**src/prbs_regs.vh**
```
`ifndef PRBS_REGS_VH
`define PRBS_REGS_VH
// Register offsets
`define PRBS_OFS_OSC_CODE_LOW 8'h04
`define PRBS_OFS_RATE_HIGH 8'h05
`define PRBS_OFS_ACQ_BYPASS 8'h09
`define PRBS_OFS_OUT_CLOCK 8'h1E
`define PRBS_OFS_GEN_CTRL 8'h39
`define PRBS_OFS_RUN_LENGTH 8'h3A
`define PRBS_OFS_USER_WORD0 8'h3B
`define PRBS_OFS_USER_WORD1 8'h3C
`define PRBS_OFS_USER_WORD2 8'h3D
`define PRBS_OFS_USER_WORD3 8'h3E
`define PRBS_OFS_CHK_CTRL 8'h3F
`define PRBS_OFS_ERR_COUNT 8'h40
`define PRBS_OFS_ERR_FLAG 8'h41
`define PRBS_OFS_CAPTURE_LOW 8'h42
`define PRBS_OFS_CAPTURE_HIGH 8'h43
// Field positions
`define PRBS_BIT_RESTART 6
`define PRBS_BIT_BYPASS 5
`define PRBS_BIT_DDR_DISABLE 2
`define PRBS_BIT_RUN_VALUE 5
`define PRBS_BIT_RUN_ENABLE 4
`define PRBS_BIT_ENABLE 2
`define PRBS_BIT_CHK_CLEAR 3
// Pattern modes
`define PRBS_MODE_7 2'h0
`define PRBS_MODE_15 2'h1
`define PRBS_MODE_31 2'h2
`define PRBS_MODE_USER 2'h3
// Reset values, counts and I2C address
`define PRBS_CTRL_RESET 8'h00
`define PRBS_ERR_MAX 8'hFF
`define PRBS_LFSR_SEED 31'h7FFFFFFF
`define PRBS_CHK_SETTLE 5'h1F
`define PRBS_CAPTURE_BITS 5'h10
`define PRBS_I2C_ADDR 7'h40
`endif

```
**src/prbs_lfsr.v**
```verilog
`timescale 1ns/1ns
`include "prbs_regs.vh"
module prbs_lfsr (
    input wire i_mclk,
    input wire i_resetn,
    input wire [1:0] i_mode,
    input wire i_step,
    input wire i_feed_ext,
    input wire i_bit,
    output reg o_pred
);
    reg [30:0] state_reg;

    always @* begin
        case (i_mode)
            `PRBS_MODE_7: o_pred = state_reg[6] ^ state_reg[5]; // RL12
            `PRBS_MODE_15: o_pred = state_reg[14] ^ state_reg[13]; // RL12
            default: o_pred = state_reg[30] ^ state_reg[27]; // RL12
        endcase
    end

    // Checker feeds received bits so it locks itself to any phase
    always @(posedge i_mclk or negedge i_resetn) begin
        if (!i_resetn) begin
            state_reg <= `PRBS_LFSR_SEED;
        end else if (i_step) begin
            state_reg <= {state_reg[29:0], i_feed_ext ? i_bit : o_pred};
        end
    end
endmodule

```
**src/prbs_buf.v**
```verilog
`timescale 1ns/1ns
module prbs_buf #(
    parameter W = 1
) (
    input wire i_mclk,
    input wire i_resetn,
    input wire i_in_valid,
    output wire o_in_ready,
    input wire [W-1:0] i_in_data,
    output wire o_out_valid,
    input wire i_out_ready,
    output wire [W-1:0] o_out_data
);
    reg [W-1:0] mem [0:1];
    reg wr_ptr_reg;
    reg rd_ptr_reg;
    reg [1:0] count_reg;
    wire push;
    wire pop;

    assign o_in_ready = (count_reg != 2'h2);
    assign o_out_valid = (count_reg != 2'h0);
    assign o_out_data = mem[rd_ptr_reg];
    assign push = i_in_valid && o_in_ready;
    assign pop = o_out_valid && i_out_ready;

    always @(posedge i_mclk) begin
        if (push) begin
            mem[wr_ptr_reg] <= i_in_data;
        end
    end

    always @(posedge i_mclk or negedge i_resetn) begin
        if (!i_resetn) begin
            wr_ptr_reg <= 1'b0;
            rd_ptr_reg <= 1'b0;
            count_reg <= 2'h0;
        end else begin
            if (push) begin
                wr_ptr_reg <= ~wr_ptr_reg;
            end
            if (pop) begin
                rd_ptr_reg <= ~rd_ptr_reg;
            end
            if (push && !pop) begin
                count_reg <= count_reg + 2'h1;
            end else if (pop && !push) begin
                count_reg <= count_reg - 2'h1;
            end
        end
    end
endmodule

```
**src/prbs_test_top.v**
```verilog
// How it works
// RL1 - Full-rate flag and four-bit divider exponent readable for coarse rate.
// RL2 - Two-bit core field reports which of four oscillator cores runs. No core field is read back; 0x05 bits 1:0 hold oscillator code bits 9:8.
// RL3 - Ten-bit oscillator code split: low byte one register, top two next.
// RL4 - Writing one then zero to restart bit pulses new acquisition.
// RL5 - Checker enabled verifies data against PRBS7, PRBS15 or PRBS31 mode.
// RL6 - Checker mode 3 takes one sixteen-bit one-shot sample of data.
// RL7 - Writing one then zero to clear bit clears flag and counter.
// RL8 - Error flag and counter hold while checker is disabled.
// RL9 - Generator enabled outputs PRBS7, PRBS15 or PRBS31 by mode.
// RL10 - Generator mode 3 repeats the programmed 32-bit user word.
// RL11 - Run insertion adds runs of run bit, eight times length field.
// RL12 - Polynomials 1+x6+x7, 1+x14+x15, 1+x28+x31.
// RL13 - Output clock half data rate unless double-rate disable set.
// RL14 - Host must not pick full-rate clock in the top octave.
// RL15 - Bypass bit routes the raw input straight to output.
// RL16 - Host uses bypass only at or below 3.0 Gbps.
// RL17 - Error counter saturates at maximum instead of wrapping.
`timescale 1ns/1ns
`include "prbs_regs.vh"
module prbs_test_top #(
    parameter [6:0] I2C_ADDR = `PRBS_I2C_ADDR
) (
    input wire i_mclk,
    input wire i_resetn,
    input wire i_scl,
    input wire i_sda,
    output wire o_sda_o,
    output reg o_sda_oe,
    input wire [9:0] i_oscillator_code,
    input wire i_full_rate_flag,
    input wire [3:0] i_rate_divider_exponent,
    input wire i_rx_data,
    input wire i_rx_valid,
    input wire i_raw_data,
    output wire o_tx_valid,
    input wire i_tx_ready,
    output wire o_tx_data,
    output reg o_out_clk,
    output reg o_full_rate_clk,
    output reg o_bypass,
    output reg o_acquisition_restart
);
    localparam [5:0] ST_IDLE = 6'h01;
    localparam [5:0] ST_ADDR = 6'h02;
    localparam [5:0] ST_WR = 6'h04;
    localparam [5:0] ST_ACK = 6'h08;
    localparam [5:0] ST_RD = 6'h10;
    localparam [5:0] ST_RACK = 6'h20;

    // Pin synchronisers; stage one feeds stage two only
    reg scl_s1_reg, scl_s2_reg, scl_d_reg;
    reg sda_s1_reg, sda_s2_reg, sda_d_reg;
    reg rxd_s1_reg, rxd_s2_reg, rxv_s1_reg, rxv_s2_reg;
    reg raw_s1_reg, raw_s2_reg;
    wire scl_rise = scl_s2_reg && !scl_d_reg;
    wire scl_fall = !scl_s2_reg && scl_d_reg;
    wire start_cond = scl_s2_reg && scl_d_reg && !sda_s2_reg && sda_d_reg;
    wire stop_cond = scl_s2_reg && scl_d_reg && sda_s2_reg && !sda_d_reg;

    reg [5:0] state_reg;
    reg [3:0] bitcnt_reg;
    reg [7:0] shift_reg;
    reg [7:0] ptr_reg;
    reg have_ptr_reg;
    reg rw_reg;
    reg wr_en;
    reg [7:0] rd_data;

    // Control and status registers
    reg [7:0] acq_ctrl_reg;
    reg [7:0] clk_ctrl_reg;
    reg [7:0] gen_ctrl_reg;
    reg [7:0] run_len_reg;
    reg [31:0] user_word_reg;
    reg [7:0] chk_ctrl_reg;
    reg [7:0] err_count_reg;
    reg err_flag_reg;
    reg [15:0] capture_reg;
    reg chk_clear_pulse;

    assign o_sda_o = 1'b0;

    always @(posedge i_mclk or negedge i_resetn) begin
        if (!i_resetn) begin
            scl_s1_reg <= 1'b1;
            scl_s2_reg <= 1'b1;
            scl_d_reg <= 1'b1;
            sda_s1_reg <= 1'b1;
            sda_s2_reg <= 1'b1;
            sda_d_reg <= 1'b1;
            rxd_s1_reg <= 1'b0;
            rxd_s2_reg <= 1'b0;
            rxv_s1_reg <= 1'b0;
            rxv_s2_reg <= 1'b0;
            raw_s1_reg <= 1'b0;
            raw_s2_reg <= 1'b0;
        end else begin
            scl_s1_reg <= i_scl;
            scl_s2_reg <= scl_s1_reg;
            scl_d_reg <= scl_s2_reg;
            sda_s1_reg <= i_sda;
            sda_s2_reg <= sda_s1_reg;
            sda_d_reg <= sda_s2_reg;
            rxd_s1_reg <= i_rx_data;
            rxd_s2_reg <= rxd_s1_reg;
            rxv_s1_reg <= i_rx_valid;
            rxv_s2_reg <= rxv_s1_reg;
            raw_s1_reg <= i_raw_data;
            raw_s2_reg <= raw_s1_reg;
        end
    end

    // Read map; unlisted offsets read zero
    always @* begin
        case (ptr_reg)
            `PRBS_OFS_OSC_CODE_LOW: rd_data = i_oscillator_code[7:0]; // RL3
            `PRBS_OFS_RATE_HIGH: rd_data = {1'b0, i_full_rate_flag, // RL1
                i_rate_divider_exponent, i_oscillator_code[9:8]}; // RL3; no RL2 core field
            `PRBS_OFS_ACQ_BYPASS: rd_data = acq_ctrl_reg;
            `PRBS_OFS_OUT_CLOCK: rd_data = clk_ctrl_reg;
            `PRBS_OFS_GEN_CTRL: rd_data = gen_ctrl_reg;
            `PRBS_OFS_RUN_LENGTH: rd_data = run_len_reg;
            `PRBS_OFS_USER_WORD0: rd_data = user_word_reg[7:0];
            `PRBS_OFS_USER_WORD1: rd_data = user_word_reg[15:8];
            `PRBS_OFS_USER_WORD2: rd_data = user_word_reg[23:16];
            `PRBS_OFS_USER_WORD3: rd_data = user_word_reg[31:24];
            `PRBS_OFS_CHK_CTRL: rd_data = chk_ctrl_reg;
            `PRBS_OFS_ERR_COUNT: rd_data = err_count_reg;
            `PRBS_OFS_ERR_FLAG: rd_data = {7'h00, err_flag_reg};
            `PRBS_OFS_CAPTURE_LOW: rd_data = capture_reg[7:0];
            `PRBS_OFS_CAPTURE_HIGH: rd_data = capture_reg[15:8];
            default: rd_data = 8'h00;
        endcase
    end

    // I2C slave: pointer byte, then data bytes with auto-increment
    always @(posedge i_mclk or negedge i_resetn) begin
        if (!i_resetn) begin
            state_reg <= ST_IDLE;
            bitcnt_reg <= 4'h0;
            shift_reg <= 8'h00;
            ptr_reg <= 8'h00;
            have_ptr_reg <= 1'b0;
            rw_reg <= 1'b0;
            wr_en <= 1'b0;
            o_sda_oe <= 1'b0;
        end else begin
            wr_en <= 1'b0;
            if (start_cond) begin
                state_reg <= ST_ADDR;
                bitcnt_reg <= 4'h0;
                have_ptr_reg <= 1'b0;
                o_sda_oe <= 1'b0;
            end else if (stop_cond) begin
                state_reg <= ST_IDLE;
                o_sda_oe <= 1'b0;
            end else begin
                case (state_reg)
                    ST_IDLE: begin
                        o_sda_oe <= 1'b0;
                    end
                    ST_ADDR, ST_WR: begin
                        if (scl_rise && bitcnt_reg != 4'h8) begin
                            shift_reg <= {shift_reg[6:0], sda_s2_reg};
                            bitcnt_reg <= bitcnt_reg + 4'h1;
                        end else if (scl_fall && bitcnt_reg == 4'h8) begin
                            bitcnt_reg <= 4'h0;
                            if (state_reg == ST_ADDR) begin
                                if (shift_reg[7:1] == I2C_ADDR) begin
                                    rw_reg <= shift_reg[0];
                                    o_sda_oe <= 1'b1;
                                    state_reg <= ST_ACK;
                                end else begin
                                    state_reg <= ST_IDLE;
                                end
                            end else begin
                                if (!have_ptr_reg) begin
                                    ptr_reg <= shift_reg;
                                    have_ptr_reg <= 1'b1;
                                end else begin
                                    wr_en <= 1'b1;
                                end
                                o_sda_oe <= 1'b1;
                                state_reg <= ST_ACK;
                            end
                        end
                    end
                    ST_ACK: begin
                        if (wr_en) begin
                            ptr_reg <= ptr_reg + 8'h01;
                        end
                        if (scl_fall) begin
                            if (rw_reg) begin
                                shift_reg <= rd_data;
                                ptr_reg <= ptr_reg + 8'h01;
                                o_sda_oe <= !rd_data[7];
                                bitcnt_reg <= 4'h1;
                                state_reg <= ST_RD;
                            end else begin
                                o_sda_oe <= 1'b0;
                                state_reg <= ST_WR;
                            end
                        end
                    end
                    ST_RD: begin
                        if (scl_fall) begin
                            if (bitcnt_reg == 4'h8) begin
                                o_sda_oe <= 1'b0;
                                state_reg <= ST_RACK;
                            end else begin
                                shift_reg <= {shift_reg[6:0], 1'b0};
                                o_sda_oe <= !shift_reg[6];
                                bitcnt_reg <= bitcnt_reg + 4'h1;
                            end
                        end
                    end
                    ST_RACK: begin
                        if (scl_rise && sda_s2_reg) begin
                            state_reg <= ST_IDLE;
                        end else if (scl_fall) begin
                            shift_reg <= rd_data;
                            ptr_reg <= ptr_reg + 8'h01;
                            o_sda_oe <= !rd_data[7];
                            bitcnt_reg <= 4'h1;
                            state_reg <= ST_RD;
                        end
                    end
                    default: begin
                        state_reg <= ST_IDLE;
                        o_sda_oe <= 1'b0;
                    end
                endcase
            end
        end
    end

    // Register writes; wr_en uses shift_reg before the pointer advances
    always @(posedge i_mclk or negedge i_resetn) begin
        if (!i_resetn) begin
            acq_ctrl_reg <= `PRBS_CTRL_RESET;
            clk_ctrl_reg <= `PRBS_CTRL_RESET;
            gen_ctrl_reg <= `PRBS_CTRL_RESET;
            run_len_reg <= `PRBS_CTRL_RESET;
            user_word_reg <= 32'h00000000;
            chk_ctrl_reg <= `PRBS_CTRL_RESET;
            o_acquisition_restart <= 1'b0;
            chk_clear_pulse <= 1'b0;
        end else begin
            o_acquisition_restart <= 1'b0;
            chk_clear_pulse <= 1'b0;
            if (wr_en) begin
                case (ptr_reg)
                    `PRBS_OFS_ACQ_BYPASS: begin
                        acq_ctrl_reg <= shift_reg;
                        o_acquisition_restart <= acq_ctrl_reg[`PRBS_BIT_RESTART] &&
                            !shift_reg[`PRBS_BIT_RESTART]; // RL4
                    end
                    `PRBS_OFS_OUT_CLOCK: clk_ctrl_reg <= shift_reg;
                    `PRBS_OFS_GEN_CTRL: gen_ctrl_reg <= shift_reg;
                    `PRBS_OFS_RUN_LENGTH: run_len_reg <= shift_reg;
                    `PRBS_OFS_USER_WORD0: user_word_reg[7:0] <= shift_reg;
                    `PRBS_OFS_USER_WORD1: user_word_reg[15:8] <= shift_reg;
                    `PRBS_OFS_USER_WORD2: user_word_reg[23:16] <= shift_reg;
                    `PRBS_OFS_USER_WORD3: user_word_reg[31:24] <= shift_reg;
                    `PRBS_OFS_CHK_CTRL: begin
                        chk_ctrl_reg <= shift_reg;
                        chk_clear_pulse <= chk_ctrl_reg[`PRBS_BIT_CHK_CLEAR] &&
                            !shift_reg[`PRBS_BIT_CHK_CLEAR]; // RL7
                    end
                    default: begin
                    end
                endcase
            end
        end
    end

    // Generator
    wire gen_en = gen_ctrl_reg[`PRBS_BIT_ENABLE];
    wire [1:0] gen_mode = gen_ctrl_reg[1:0];
    wire run_en = gen_ctrl_reg[`PRBS_BIT_RUN_ENABLE] && (run_len_reg != 8'h00);
    wire buf_in_ready;
    wire gen_pred;
    reg [4:0] user_idx_reg;
    reg [10:0] run_cnt_reg;
    reg run_phase_reg;
    wire gen_step = gen_en && buf_in_ready;
    wire pat_step = gen_step && !run_phase_reg;
    wire [10:0] run_last = {run_len_reg, 3'h0} - 11'h001;
    wire gen_bit = run_phase_reg ? gen_ctrl_reg[`PRBS_BIT_RUN_VALUE] : // RL11
        (gen_mode == `PRBS_MODE_USER) ? user_word_reg[~user_idx_reg] : gen_pred; // RL10

    prbs_lfsr u_gen_lfsr (
        .i_mclk(i_mclk),
        .i_resetn(i_resetn),
        .i_mode(gen_mode),
        .i_step(pat_step && gen_mode != `PRBS_MODE_USER), // RL9
        .i_feed_ext(1'b0),
        .i_bit(1'b0),
        .o_pred(gen_pred)
    );

    // Run and pattern segments alternate, each 8 x length bits long
    always @(posedge i_mclk or negedge i_resetn) begin
        if (!i_resetn) begin
            user_idx_reg <= 5'h00;
            run_cnt_reg <= 11'h000;
            run_phase_reg <= 1'b0;
        end else begin
            if (pat_step && gen_mode == `PRBS_MODE_USER) begin
                user_idx_reg <= user_idx_reg + 5'h01; // RL10
            end
            if (!run_en || !gen_en) begin
                run_cnt_reg <= 11'h000;
                run_phase_reg <= 1'b0;
            end else if (gen_step) begin
                if (run_cnt_reg == run_last) begin // RL11
                    run_cnt_reg <= 11'h000;
                    run_phase_reg <= ~run_phase_reg;
                end else begin
                    run_cnt_reg <= run_cnt_reg + 11'h001;
                end
            end
        end
    end

    // Checker
    wire chk_en = chk_ctrl_reg[`PRBS_BIT_ENABLE];
    wire [1:0] chk_mode = chk_ctrl_reg[1:0];
    wire chk_pred;
    wire chk_step = chk_en && rxv_s2_reg && chk_mode != `PRBS_MODE_USER; // RL5
    reg [4:0] settle_reg;
    reg [4:0] cap_cnt_reg;
    wire chk_err = chk_step && (settle_reg == `PRBS_CHK_SETTLE) && (rxd_s2_reg != chk_pred);

    prbs_lfsr u_chk_lfsr (
        .i_mclk(i_mclk),
        .i_resetn(i_resetn),
        .i_mode(chk_mode),
        .i_step(chk_step),
        .i_feed_ext(1'b1),
        .i_bit(rxd_s2_reg),
        .o_pred(chk_pred)
    );

    // Errors during the fill after enable are ignored
    always @(posedge i_mclk or negedge i_resetn) begin
        if (!i_resetn) begin
            settle_reg <= 5'h00;
            cap_cnt_reg <= 5'h00;
            capture_reg <= 16'h0000;
            err_flag_reg <= 1'b0;
            err_count_reg <= 8'h00;
        end else begin
            if (!chk_step) begin
                if (!chk_en) begin
                    settle_reg <= 5'h00;
                end
            end else if (settle_reg != `PRBS_CHK_SETTLE) begin
                settle_reg <= settle_reg + 5'h01;
            end
            if (!chk_en || chk_mode != `PRBS_MODE_USER) begin
                cap_cnt_reg <= 5'h00;
            end else if (rxv_s2_reg && cap_cnt_reg != `PRBS_CAPTURE_BITS) begin
                capture_reg <= {capture_reg[14:0], rxd_s2_reg}; // RL6
                cap_cnt_reg <= cap_cnt_reg + 5'h01;
            end
            // Error wins over a clear in the same cycle
            if (chk_err) begin // RL8
                err_flag_reg <= 1'b1;
                if (chk_clear_pulse) begin
                    err_count_reg <= 8'h01;
                end else if (err_count_reg != `PRBS_ERR_MAX) begin // RL17
                    err_count_reg <= err_count_reg + 8'h01;
                end
            end else if (chk_clear_pulse) begin // RL7
                err_flag_reg <= 1'b0;
                err_count_reg <= 8'h00;
            end
        end
    end

    // Output path: bypass, generator, or recovered data
    wire bypass = acq_ctrl_reg[`PRBS_BIT_BYPASS];
    wire src_bit = bypass ? raw_s2_reg : gen_en ? gen_bit : rxd_s2_reg; // RL15 RL9
    wire src_valid = bypass || gen_en || rxv_s2_reg;
    wire tx_take = o_tx_valid && i_tx_ready;

    prbs_buf #(
        .W(1)
    ) u_out_buf (
        .i_mclk(i_mclk),
        .i_resetn(i_resetn),
        .i_in_valid(src_valid),
        .o_in_ready(buf_in_ready),
        .i_in_data(src_bit),
        .o_out_valid(o_tx_valid),
        .i_out_ready(i_tx_ready),
        .o_out_data(o_tx_data)
    );

    // Mode follows o_full_rate_clk so the clock changes mode one edge after its flag
    always @(posedge i_mclk or negedge i_resetn) begin
        if (!i_resetn) begin
            o_out_clk <= 1'b0;
            o_full_rate_clk <= 1'b0;
            o_bypass <= 1'b0;
        end else begin
            o_full_rate_clk <= clk_ctrl_reg[`PRBS_BIT_DDR_DISABLE]; // RL13
            o_bypass <= bypass; // RL15
            if (o_full_rate_clk) begin
                o_out_clk <= tx_take; // RL13
            end else if (tx_take) begin
                o_out_clk <= ~o_out_clk; // RL13
            end
        end
    end
endmodule

```
**config.mk**
```make
export PLATFORM = sky130hd
export DESIGN_NAME = prbs_test_top
export DESIGN_NICKNAME = d
export VERILOG_FILES = /design/src/prbs_lfsr.v /design/src/prbs_buf.v /design/src/prbs_test_top.v
export VERILOG_INCLUDE_DIRS = /design/src /design/src/src
export SDC_FILE = /design/constraint.sdc
export NUM_CORES = 1
export LEC_CHECK = 0
export ABC_AREA = 1
export BUFFER_PORTS_ARGS = -buffer_cell sky130_fd_sc_hd__buf_2
export CAP_MARGIN = 25
export CORE_MARGIN = 3
export CORE_UTILIZATION = 60
export CTS_CLUSTER_SIZE = 30
export DETAILED_ROUTE_END_ITERATION = 12
export PLACE_DENSITY_LB_ADDON = 0.25
export SYNTH_ARGS = -nofsm -noshare
export SYNTH_HDL_FRONTEND = slang
export SYNTH_HIERARCHICAL = 1
export SYNTH_SLANG_ARGS = --single-unit
```
**constraint.sdc**
```tcl
create_clock -name i_mclk -period 2.55 [get_ports i_mclk]
set_input_delay 0.51 -clock i_mclk [delete_from_list [all_inputs] [get_ports i_mclk]]
set_output_delay 0.51 -clock i_mclk [all_outputs]
set_load 0.005 [all_outputs]
```
==> impl_metrics.ini, run 1 <==
[power_and_ir_drop]
total_power_w = 0.00967
ir_drop_uv = 491
power_leakage_nw = 6.23
power_density_nw_per_um2 = 708

[routing]
vias_per_cell = 5.46
first_pass_iters = 5
avgRoutedWirePerCell_um = 15.2
drt_iter0_drc = 918
ant_nets = 0
drc_errors = 0
vias = 10200
wirelength_mm = 28.5

[timing]
fin_crit_ns = 2.23
whs_ns = 0.0823
rsz0062_at_grt = no
max_freq_ghz = 0.449
max-slew-margin-rel_pct = 55.6
fin_crit_sh_pct = 87.3
fin_tns_setup_ns = 0
timing.final.max_slew_violations = 0
finalWorstSetupSlack_ns = 0.323
setup_violations = 0
tightest_slew_ns = 0.663
clock_skew_ns = 0.0120
hold_viol_final = 0

[synth]
synth-seq-cells = 239
ys.flop_type = dfrtp_1
synth-edff-count = 2
syn_area_um2 = 12300
synth_cell_types = 53
synth_top_cell_area_share_pct = 34.1
synth_area_leader_cell = dfrtp_1
yosysWarnings = 6
syn_area_per_cell_um2 = 7.93
syn_inst = 1554
ys_async_sr_fraction_pct = 99.2
synth_area_leaders = dfrtp_1, dfstp_2, nand2_1
ys_seq_area_share_pct = 49.3

[critical_path]
regToRegStartpoint = ptr_reg[1]$_DFFE_PN0P_
path_class = reg2reg
endpoint_kind = flip-flop
reg2reg_to = shift_reg[6]$_DFFE_PN0P_
required_ns = 2.97
r2r_slack_ns = 0.32
r2r_cells = 12
arrival_ns = 2.64
critPathMaxFanout = 9
setup.worst_path.start_class = flip-flop

[worst_hold_path]
min_path_type = in2reg
whs_path_depth = 1
whs_endpoint = scl_s1_reg$_DFF_PN1_
worstHoldStart = i_scl

[floorplan]
pin_count = 31
die-width_um = 149
die_y_um = 149
num_rows = 51
coreArea_um2 = 19800
initial_core_util_pct = 62.1
die_area_um2 = 22300

[clock_tree]
cts_buffers = 26
htreeDepth = 1
cts_tree = done
clk_latency_ns = 0.52
postCtsSetupRepairBufs = 0
cts_buffer_depth = 3
root_buffer = clkbuf_16
cts.clk_slew.worst_paths_ns = 0.06
cts.sinks = 239

[flow_run]
max_cap_violations = 0

[cells_and_area]
area_growth_pct = 10.9
drive_above_1_share_pct = 14.5
nets = 1630
final_area_um2 = 13700
largest_reg_flops = 32
n_fill_cell = 1580
insertedDiodeCount = 0

[grt]
first_global_vias = 9737
grt_use_total_pct = 26.3
antenna_found_initial = 0
grt_start_max_net_pins = 75
grt_pass1_wl_mm = 47.8
grt-ovfl-total = 0

[placed_design]
gp_congestion = 0.915
dpl_cell_area_um2 = 12800
pre_cts_ws_ns = 0.382
io_buffers = 29
dp_hpwl_mm = 20.2

[run_status]
run_status = finished, final reports clean
final cells by class:
cell class | instances | area, µm² | share of cell area [%]
Inverter | 210 | 798 | 5.84
Multi-Input combinational cell | 1067 | 5220 | 38.2
Clock inverter | 7 | 62.6 | 0.458
Timing Repair Buffer | 48 | 350 | 2.56
Sequential cell | 239 | 6080 | 44.5
Tap cell | 265 | 332 | 2.43
Clock buffer | 41 | 828 | 6.06
synth_stat cells (5+ instances only):
master	count
nor4_1	7
nor3_1	23
a21boi_1	7
nand2_1	477
nand2_2	8
buf_2	5
ha_1	15
buf_4	6
nor2_2	5
dfstp_2	69
o21ai_0	171
buf_6	9
inv_1	192
clkbuf_1	19
a21oi_1	24
o21ai_1	8
o211ai_1	7
inv_2	14
dfrtp_1	168
nor2_1	98
xor2_1	16
o21ai_2	13
o22ai_1	13
nand4_1	24
or2_2	7
nor2_4	6
nand3_1	91
per-stage QoR:
stage,util [%],cells
floorplan,-,1556
global placement,64.3,1828
detailed placement,64.3,1828
CTS,68.9,1877
global route,68.9,1877
finish,68.9,1877
routing by layer:
metal  track usage (%)  vias up  part of all wire [%]
li1                  -     5062                     -
met1              37.8     4765                    45
met2              42.3      352                    46
met3              4.04       62                   6.9
met4              6.73        0                   2.6
met5                 0        -                     0
worst max path at each step:
stage                                      endpoint                        from  slack, ns
after floorplan           run_phase_reg$_DFFE_PN0P_  run_len_reg[0]$_DFFE_PN0P_       0.75
after global placement     shift_reg[6]$_DFFE_PN0P_      ptr_reg[1]$_DFFE_PN0P_       0.41
after detailed placement   shift_reg[6]$_DFFE_PN0P_      ptr_reg[1]$_DFFE_PN0P_       0.38
after CTS                  shift_reg[6]$_DFFE_PN0P_      ptr_reg[1]$_DFFE_PN0P_       0.36
after global routing       shift_reg[6]$_DFFE_PN0P_      ptr_reg[1]$_DFFE_PN0P_       0.17
final                      shift_reg[6]$_DFFE_PN0P_      ptr_reg[1]$_DFFE_PN0P_       0.32
power by group:
| part | switching, W | internal [W] |
|---|---|---|
| logic | 0.00115 | 0.000455 |
| clock network | 0.00152 | 0.00232 |
| registers | 0.000203 | 0.00402 |
cells by family (layout without fill, tap and decap cells):
group | Yosys count | count (layout) | share of synthesized area, %
buffers and inverters | 250 | 306 | 8.48
AND/OR/NAND/NOR | 766 | 766 | 27.2
flip-flops | 239 | 239 | 49.3
XOR/XNOR | 21 | 21 | 1.55
multiplexers | 1 | 1 | 0.0812
other | 2 | 4 | 0.0609
AO/OA/AOI/OAI | 260 | 260 | 11.8
adder cells (fa/ha/maj) | 15 | 15 | 1.52
worst max-delay path, cell delays in order, from the launching register on:
cell	delay, ns
dfrtp_1	0.41
inv_1	0.10
ha_1	0.20
inv_1	0.17
nor2_1	0.10
nand2_1	0.11
clkinv_1	0.25
nand2_1	0.13
nand2_1	0.06
nor3_1	0.35
nand2_1	0.09
nand2_1	0.09
a21boi_2	0.05
what timing repair did:
item                                   CTS  global route
hold buffers                             1             0
endpoints found under the hold margin   38             0
gates resized for setup                  0             0
cells in the final DEF, fill, tap and decap left out, drive strengths merged, types with 7 or more instances in the layout:
| cell type | count |
|---|---|
| dfstp | 69 |
| nor3 | 29 |
| a21oi | 26 |
| ha | 15 |
| nand2 | 489 |
| buf | 47 |
| clkbuf | 41 |
| o22ai | 13 |
| inv | 208 |
| xor2 | 17 |
| o21ai | 192 |
| clkinv | 8 |
| dfrtp | 168 |
| a21boi | 9 |
| nor2 | 109 |
| nand4 | 28 |
| or2 | 7 |
| nor4 | 7 |
| o211ai | 7 |
| nand3 | 92 |
Power figures use the tool's default switching activity.
==> inputs of run 2 (changes only) <==
Settings changed: PLACE_DENSITY set to 0.81, PLACE_DENSITY_LB_ADDON 0.25 to unset.
==> run 2 against run 1 <==
Effect of this change: final area shrank 0.14%; worst setup slack gained 0.0098 ns; register-to-register slack about the same; clock-buffer cell count is 1 lower; utilization is 0.095 points lower; die area unchanged; clock power increased by 2%; first-iteration DRC count is 7.8% lower; worst hold slack got worse by 0.0037 ns; flip-flop and latch count is the same; cell count shrank 0.16%; power up 1.2%; largest cell class unchanged; highest routed layer unchanged.
==> impl_metrics.ini, run 2 (synthesis gave the netlist of run 1 again) <==
[routing]
ant_nets = 0
drc_errors = 0
avgRoutedWirePerCell_um = 15.4
wirelength_mm = 28.8
vias = 10400
vias_per_cell = 5.56
first_pass_iters = 6
drt_iter0_drc = 846

[cells_and_area]
final_common_cell = nand2_1
area_growth_pct = 10.7
final_cells = 1874
nets = 1627
final_cell_mix = nand2_1, inv_1, o21ai_0, dfrtp_1, nor2_1
insertedDiodeCount = 0
drive_above_1_share_pct = 14.4
largest_reg_flops = 32
fin_util_pct = 68.8

[timing]
clock_skew_ns = 0.0108
fin_tns_setup_ns = 0
setup_violations = 0
fin_crit_ns = 2.22
finalWorstSetupSlack_ns = 0.333
max_freq_ghz = 0.451
fin_crit_sh_pct = 86.9
tightest_slew_ns = 0.631
hold_viol_final = 0
max-slew-margin-rel_pct = 57.7
timing.final.max_slew_violations = 0
rsz0062_at_grt = no

[clock_tree]
root_buffer = clkbuf_16
cts_tree = done
clk_latency_ns = 0.53
htreeDepth = 1
cts_resized = 0
cts_buffer_depth = 3
cts.sinks = 239
cts.clk_slew.worst_paths_ns = 0.07
cts_buffers = 26

[floorplan]
die-width_um = 149
die_area_um2 = 22300
num_rows = 51
coreArea_um2 = 19800
initial_core_util_pct = 62.1
die_y_um = 149
pin_count = 31

[critical_path]
required_ns = 2.97
path_class = reg2reg
endpoint_kind = flip-flop
setup.worst_path.start_class = flip-flop
arrival_ns = 2.63
critPathMaxFanout = 9

[placed_design]
gp_congestion = 0.963
io_buffers = 29
pre_cts_ws_ns = 0.425
dp_hpwl_mm = 20.2
placed_cells = 1825

[grt]
antenna_found_initial = 0
first_global_vias = 10200
grt_pass1_wl_mm = 49.0
grt_start_max_net_pins = 65
grt-ovfl-total = 0
grt_use_total_pct = 26.7

[run_status]
run_status = finished, final reports clean

[power_and_ir_drop]
power_leakage_nw = 6.22
power_frac_seq_pct = 43.3
ir_drop_uv = 448
power_frac_comb_pct = 16.5
intPower_w = 0.00686
swShare_pct = 29.9
p_sw_w = 0.00293
power_density_nw_per_um2 = 717
clkPwrFrac_pct = 40.2

[worst_hold_path]
min_path_type = in2reg

[flow_run]
max_cap_violations = 0
run 2: cell count changes in the layout (fill, tap and decap cells not counted), sizes merged:
cell	before	now
buf	47	44
clkbuf	41	40
clkinv	8	7
inv	208	210
run 2: cell type report:
class | instances | area (µm²)
well taps | 265 | 332
multi-input cells | 1067 | 5220
clock buffers | 40 | 850
clock inverters | 8 | 70.1
inverters | 210 | 798
repair buffers | 45 | 303
fillers | 1567 | 6200
flip-flops and latches | 239 | 6080
run 2: path summary, 6_finish.rpt:
kind | start | depth (start not counted) | endpoint | slack, ns
max | ptr_reg[1]$_DFFE_PN0P_ | 12 | shift_reg[2]$_DFFE_PN0P_ | 0.33
min | i_sda | 1 | sda_s1_reg$_DFF_PN1_ | 0.08
max reg2reg | ptr_reg[1]$_DFFE_PN0P_ | 12 | shift_reg[2]$_DFFE_PN0P_ | 0.33
min reg2reg | rxd_s1_reg$_DFF_PN0_ | 0 | rxd_s2_reg$_DFF_PN0_ | 0.35
max in group asynchronous | i_resetn | 3 | sda_s2_reg$_DFF_PN1_ | 1.22
min in group asynchronous | i_resetn | 2 | user_word_reg[10]$_DFFE_PN0P_ | 0.54
run 2: power groups by stage:
stage                     Combinational, W  Sequential, W  Clock (W)
final                              0.00162        0.00424    0.00393
after global routing               0.00179        0.00426    0.00417
after CTS                          0.00158        0.00423    0.00400
after detailed placement           0.00156        0.00429          0
after global placement             0.00151        0.00427          0
after floorplan                    0.00105        0.00423          0
run 2: through the flow:
| stage | power, W | cell area, µm² | hold slack, ns |
|---|---|---|---|
| detailed placement | 0.00584 | 12700 | 0.335 |
| floorplan | 0.00529 | 12300 | 0.214 |
| global placement | 0.00578 | 12700 | 0.334 |
| finish | 0.00979 | 13600 | 0.0786 |
| CTS | 0.00981 | 13600 | 0.0639 |
| global route | 0.0102 | 13600 | 0.0649 |
run 2: layer usage:
metal,GRT usage [%],wire length [µm],vias to the layer above
met1,36.7,12400,4935
met4,8.47,863,0
li1,-,-,5040
met5,0,0,-
met3,4.10,1930,64
met2,44.1,13600,386
run 2: worst max-delay path, stage by stage (launching register included):
cell and delay [ns]:
dfrtp_1 0.41, inv_1 0.09, ha_1 0.20, inv_1 0.17, nor2_1 0.10, nand2_1 0.11, clkinv_1 0.26, nand2_1 0.14
nand3_1 0.13, nor2_1 0.20, nand3_1 0.13, nand2_1 0.09, a21boi_1 0.06
run 2: what timing repair did:
action	in CTS	in global routing
setup buffers	0	0
hold buffers	1	0
hold endpoints to repair	42	0
==> inputs of run 3 (changes only) <==
Settings changed: ABC_AREA 1 to unset.
==> run 3 against run 2 <==
Effect of this change: flip-flop and latch count unchanged; combinational power decreased by 46%; sequential power increased by 0.9%; cell count decreased by 29%; global-route usage decreased by 0.39 points; sequential share of layout area increased by 0.44 points; clock power increased by 2%; worst hold slack improved by 0.0099 ns; clock skew decreased by 0.0013 ns; critical path depth decreased by 4; largest power group unchanged; highest routed layer unchanged.
==> impl_metrics.ini, run 3 <==
[run_status]
run_status = finished, final reports clean

[placed_design]
gp_congestion = 0.967
dpl_cell_area_um2 = 12500
io_buffers = 29
dp_hpwl_mm = 19.3
pre_cts_ws_ns = -0.0152

[critical_path]
r2r_slack_ns = 0.12
cp-startpoint = ptr_reg[0]$_DFFE_PN0P_
regToRegStartpoint = ptr_reg[0]$_DFFE_PN0P_
required_ns = 2.96
arrival_ns = 2.84
path_class = reg2reg
critPathMaxFanout = 8
r2r_cells = 8
setup.worst_path.start_class = flip-flop
endpoint_kind = flip-flop
reg2reg_to = shift_reg[2]$_DFFE_PN0P_

[synth]
ys_seq_area_share_pct = 51.0
yosysWarnings = 6
syn_area_per_cell_um2 = 11.9
synth-edff-count = 2
synth-seq-cells = 239
synth_cell_types = 88
synth_top_cell_area_share_pct = 35.3
synth_area_leaders = dfrtp_1, dfstp_2, mux2_2
ys_top_cells_by_count = dfrtp_1, mux2_2, nand2_1
syn_area_um2 = 11900
ys_async_sr_fraction_pct = 99.2
syn_inst = 1004
yosysMostFrequentCell = dfrtp_1
synth_area_leader_cell = dfrtp_1
ys.flop_type = dfrtp_1

[floorplan]
die-width_um = 147
coreArea_um2 = 19100
die_y_um = 147
initial_core_util_pct = 62.5
num_rows = 50
pin_count = 31
die_area_um2 = 21600

[cells_and_area]
nets = 1095
final_area_um2 = 13500
insertedDiodeCount = 0
area_growth_pct = 13.4
final_cell_mix = dfrtp_1, mux2_2, nand2_1, dfstp_2, nor2_1
n_fill_cell = 1310
largest_reg_flops = 32
drive_above_1_share_pct = 35.7
final_common_cell = dfrtp_1

[clock_tree]
root_buffer = clkbuf_16
cts_buffers = 25
htreeDepth = 1
cts_tree = done
clk_latency_ns = 0.52
cts_buffer_depth = 3
cts.clk_slew.worst_paths_ns = 0.06
cts.sinks = 239

[worst_hold_path]
whs_path_depth = 1
worstHoldStart = i_scl
whs_endpoint = scl_s1_reg$_DFF_PN1_
min_path_type = in2reg

[routing]
wirelength_mm = 28.5
vias_per_cell = 6.43
drt_iter0_drc = 898
ant_nets = 0
first_pass_iters = 6
vias = 8581
drc_errors = 0
avgRoutedWirePerCell_um = 21.3

[power_and_ir_drop]
power_density_nw_per_um2 = 677
power_leakage_nw = 5.98
ir_drop_uv = 432

[timing]
max_freq_ghz = 0.412
timing.final.max_slew_violations = 0
tightest_slew_ns = 0.661
finalWorstSetupSlack_ns = 0.122
fin_crit_ns = 2.43
rsz0062_at_grt = no
clock_skew_ns = 0.00954
whs_ns = 0.0885
fin_crit_sh_pct = 95.2
max-slew-margin-rel_pct = 55.9
setup_violations = 0
hold_viol_final = 0

[grt]
grt_use_total_pct = 26.3
antenna_found_initial = 0
grt_pass1_wl_mm = 46.1
grt-ovfl-total = 0
grt_start_max_net_pins = 70
first_global_vias = 8618

[flow_run]
max_cap_violations = 0
[run 3: cell families after synthesis]
kind of cell    synth area share, %
fa+ha+maj                      1.57
compound gates                 10.6
buf+inv                        2.67
other cells                  0.0630
mux                            17.6
xor+xnor                       3.67
flops                          51.0
simple gates                   12.9
[run 3: worst max-delay path by stage]
| stage | to | slack (ns) | depth (start not counted) |
|---|---|---|---|
| final | shift_reg[2]$_DFFE_PN0P_ | 0.12 | 8 |
| after global routing | bitcnt_reg[1]$_DFFE_PN0P_ | 0.02 | 6 |
| after CTS | shift_reg[6]$_DFFE_PN0P_ | 0.004 | 8 |
| after detailed placement | shift_reg[6]$_DFFE_PN0P_ | -0.02 | 8 |
| after global placement | shift_reg[7]$_DFFE_PN0P_ | 0.07 | 8 |
| after floorplan | shift_reg[7]$_DFFE_PN0P_ | 0.06 | 10 |
[run 3: report_power, final]
| group | internal, W | switching, W | leakage [nW] |
|---|---|---|---|
| registers | 0.00395 | 0.000332 | 3.03 |
| logic | 0.000376 | 0.000505 | 2.51 |
| clock network | 0.00247 | 0.00152 | 0.437 |
[run 3: area by class of cell]
| cell class | instances | area (µm²) | area share [%] |
|---|---|---|---|
| repair buffers | 74 | 533 | 3.94 |
| well taps | 260 | 325 | 2.41 |
| inverters | 23 | 86.3 | 0.639 |
| clock buffers | 27 | 654 | 4.84 |
| multi-input cells | 694 | 5580 | 41.3 |
| flip-flops and latches | 239 | 6080 | 45.0 |
| clock inverters | 18 | 256 | 1.90 |
[run 3: stage by stage]
stage	utilization (%)	total power (W)	TNS, ns	instances
6_report	70.8	0.00916	0	1335
5_1_grt	70.8	0.00947	0	1335
4_1_cts	70.6	0.00919	0	1333
3_5_place_dp	65.7	0.00517	-0.0152	1287
3_3_place_gp	65.7	0.00515	0	1287
2_1_floorplan	-	0.00474	0	1008
[run 3: what timing repair did]
action,in CTS,in global routing
buffers inserted,0,2
endpoints found under the hold margin,45,0
pin swaps,1,1
hold buffers,1,0
endpoints found under the setup margin,2,18
gates resized for setup,0,9
[run 3: routing by layer]
layer	share of wire (%)	GRT usage, %
met1	41	36.3
met4	4.4	10.2
met2	47	41.9
met3	7.7	4.78
met5	0	0
[run 3: critical path, stage by stage, from the launching register on]
cell and delay (ns):
dfrtp_1 0.44, inv_1 0.11, ha_1 0.26, buf_4 0.18, a222oi_1 0.52, o22ai_1 0.17, a221oi_1 0.31, a21oi_1 0.14
o22a_1 0.19
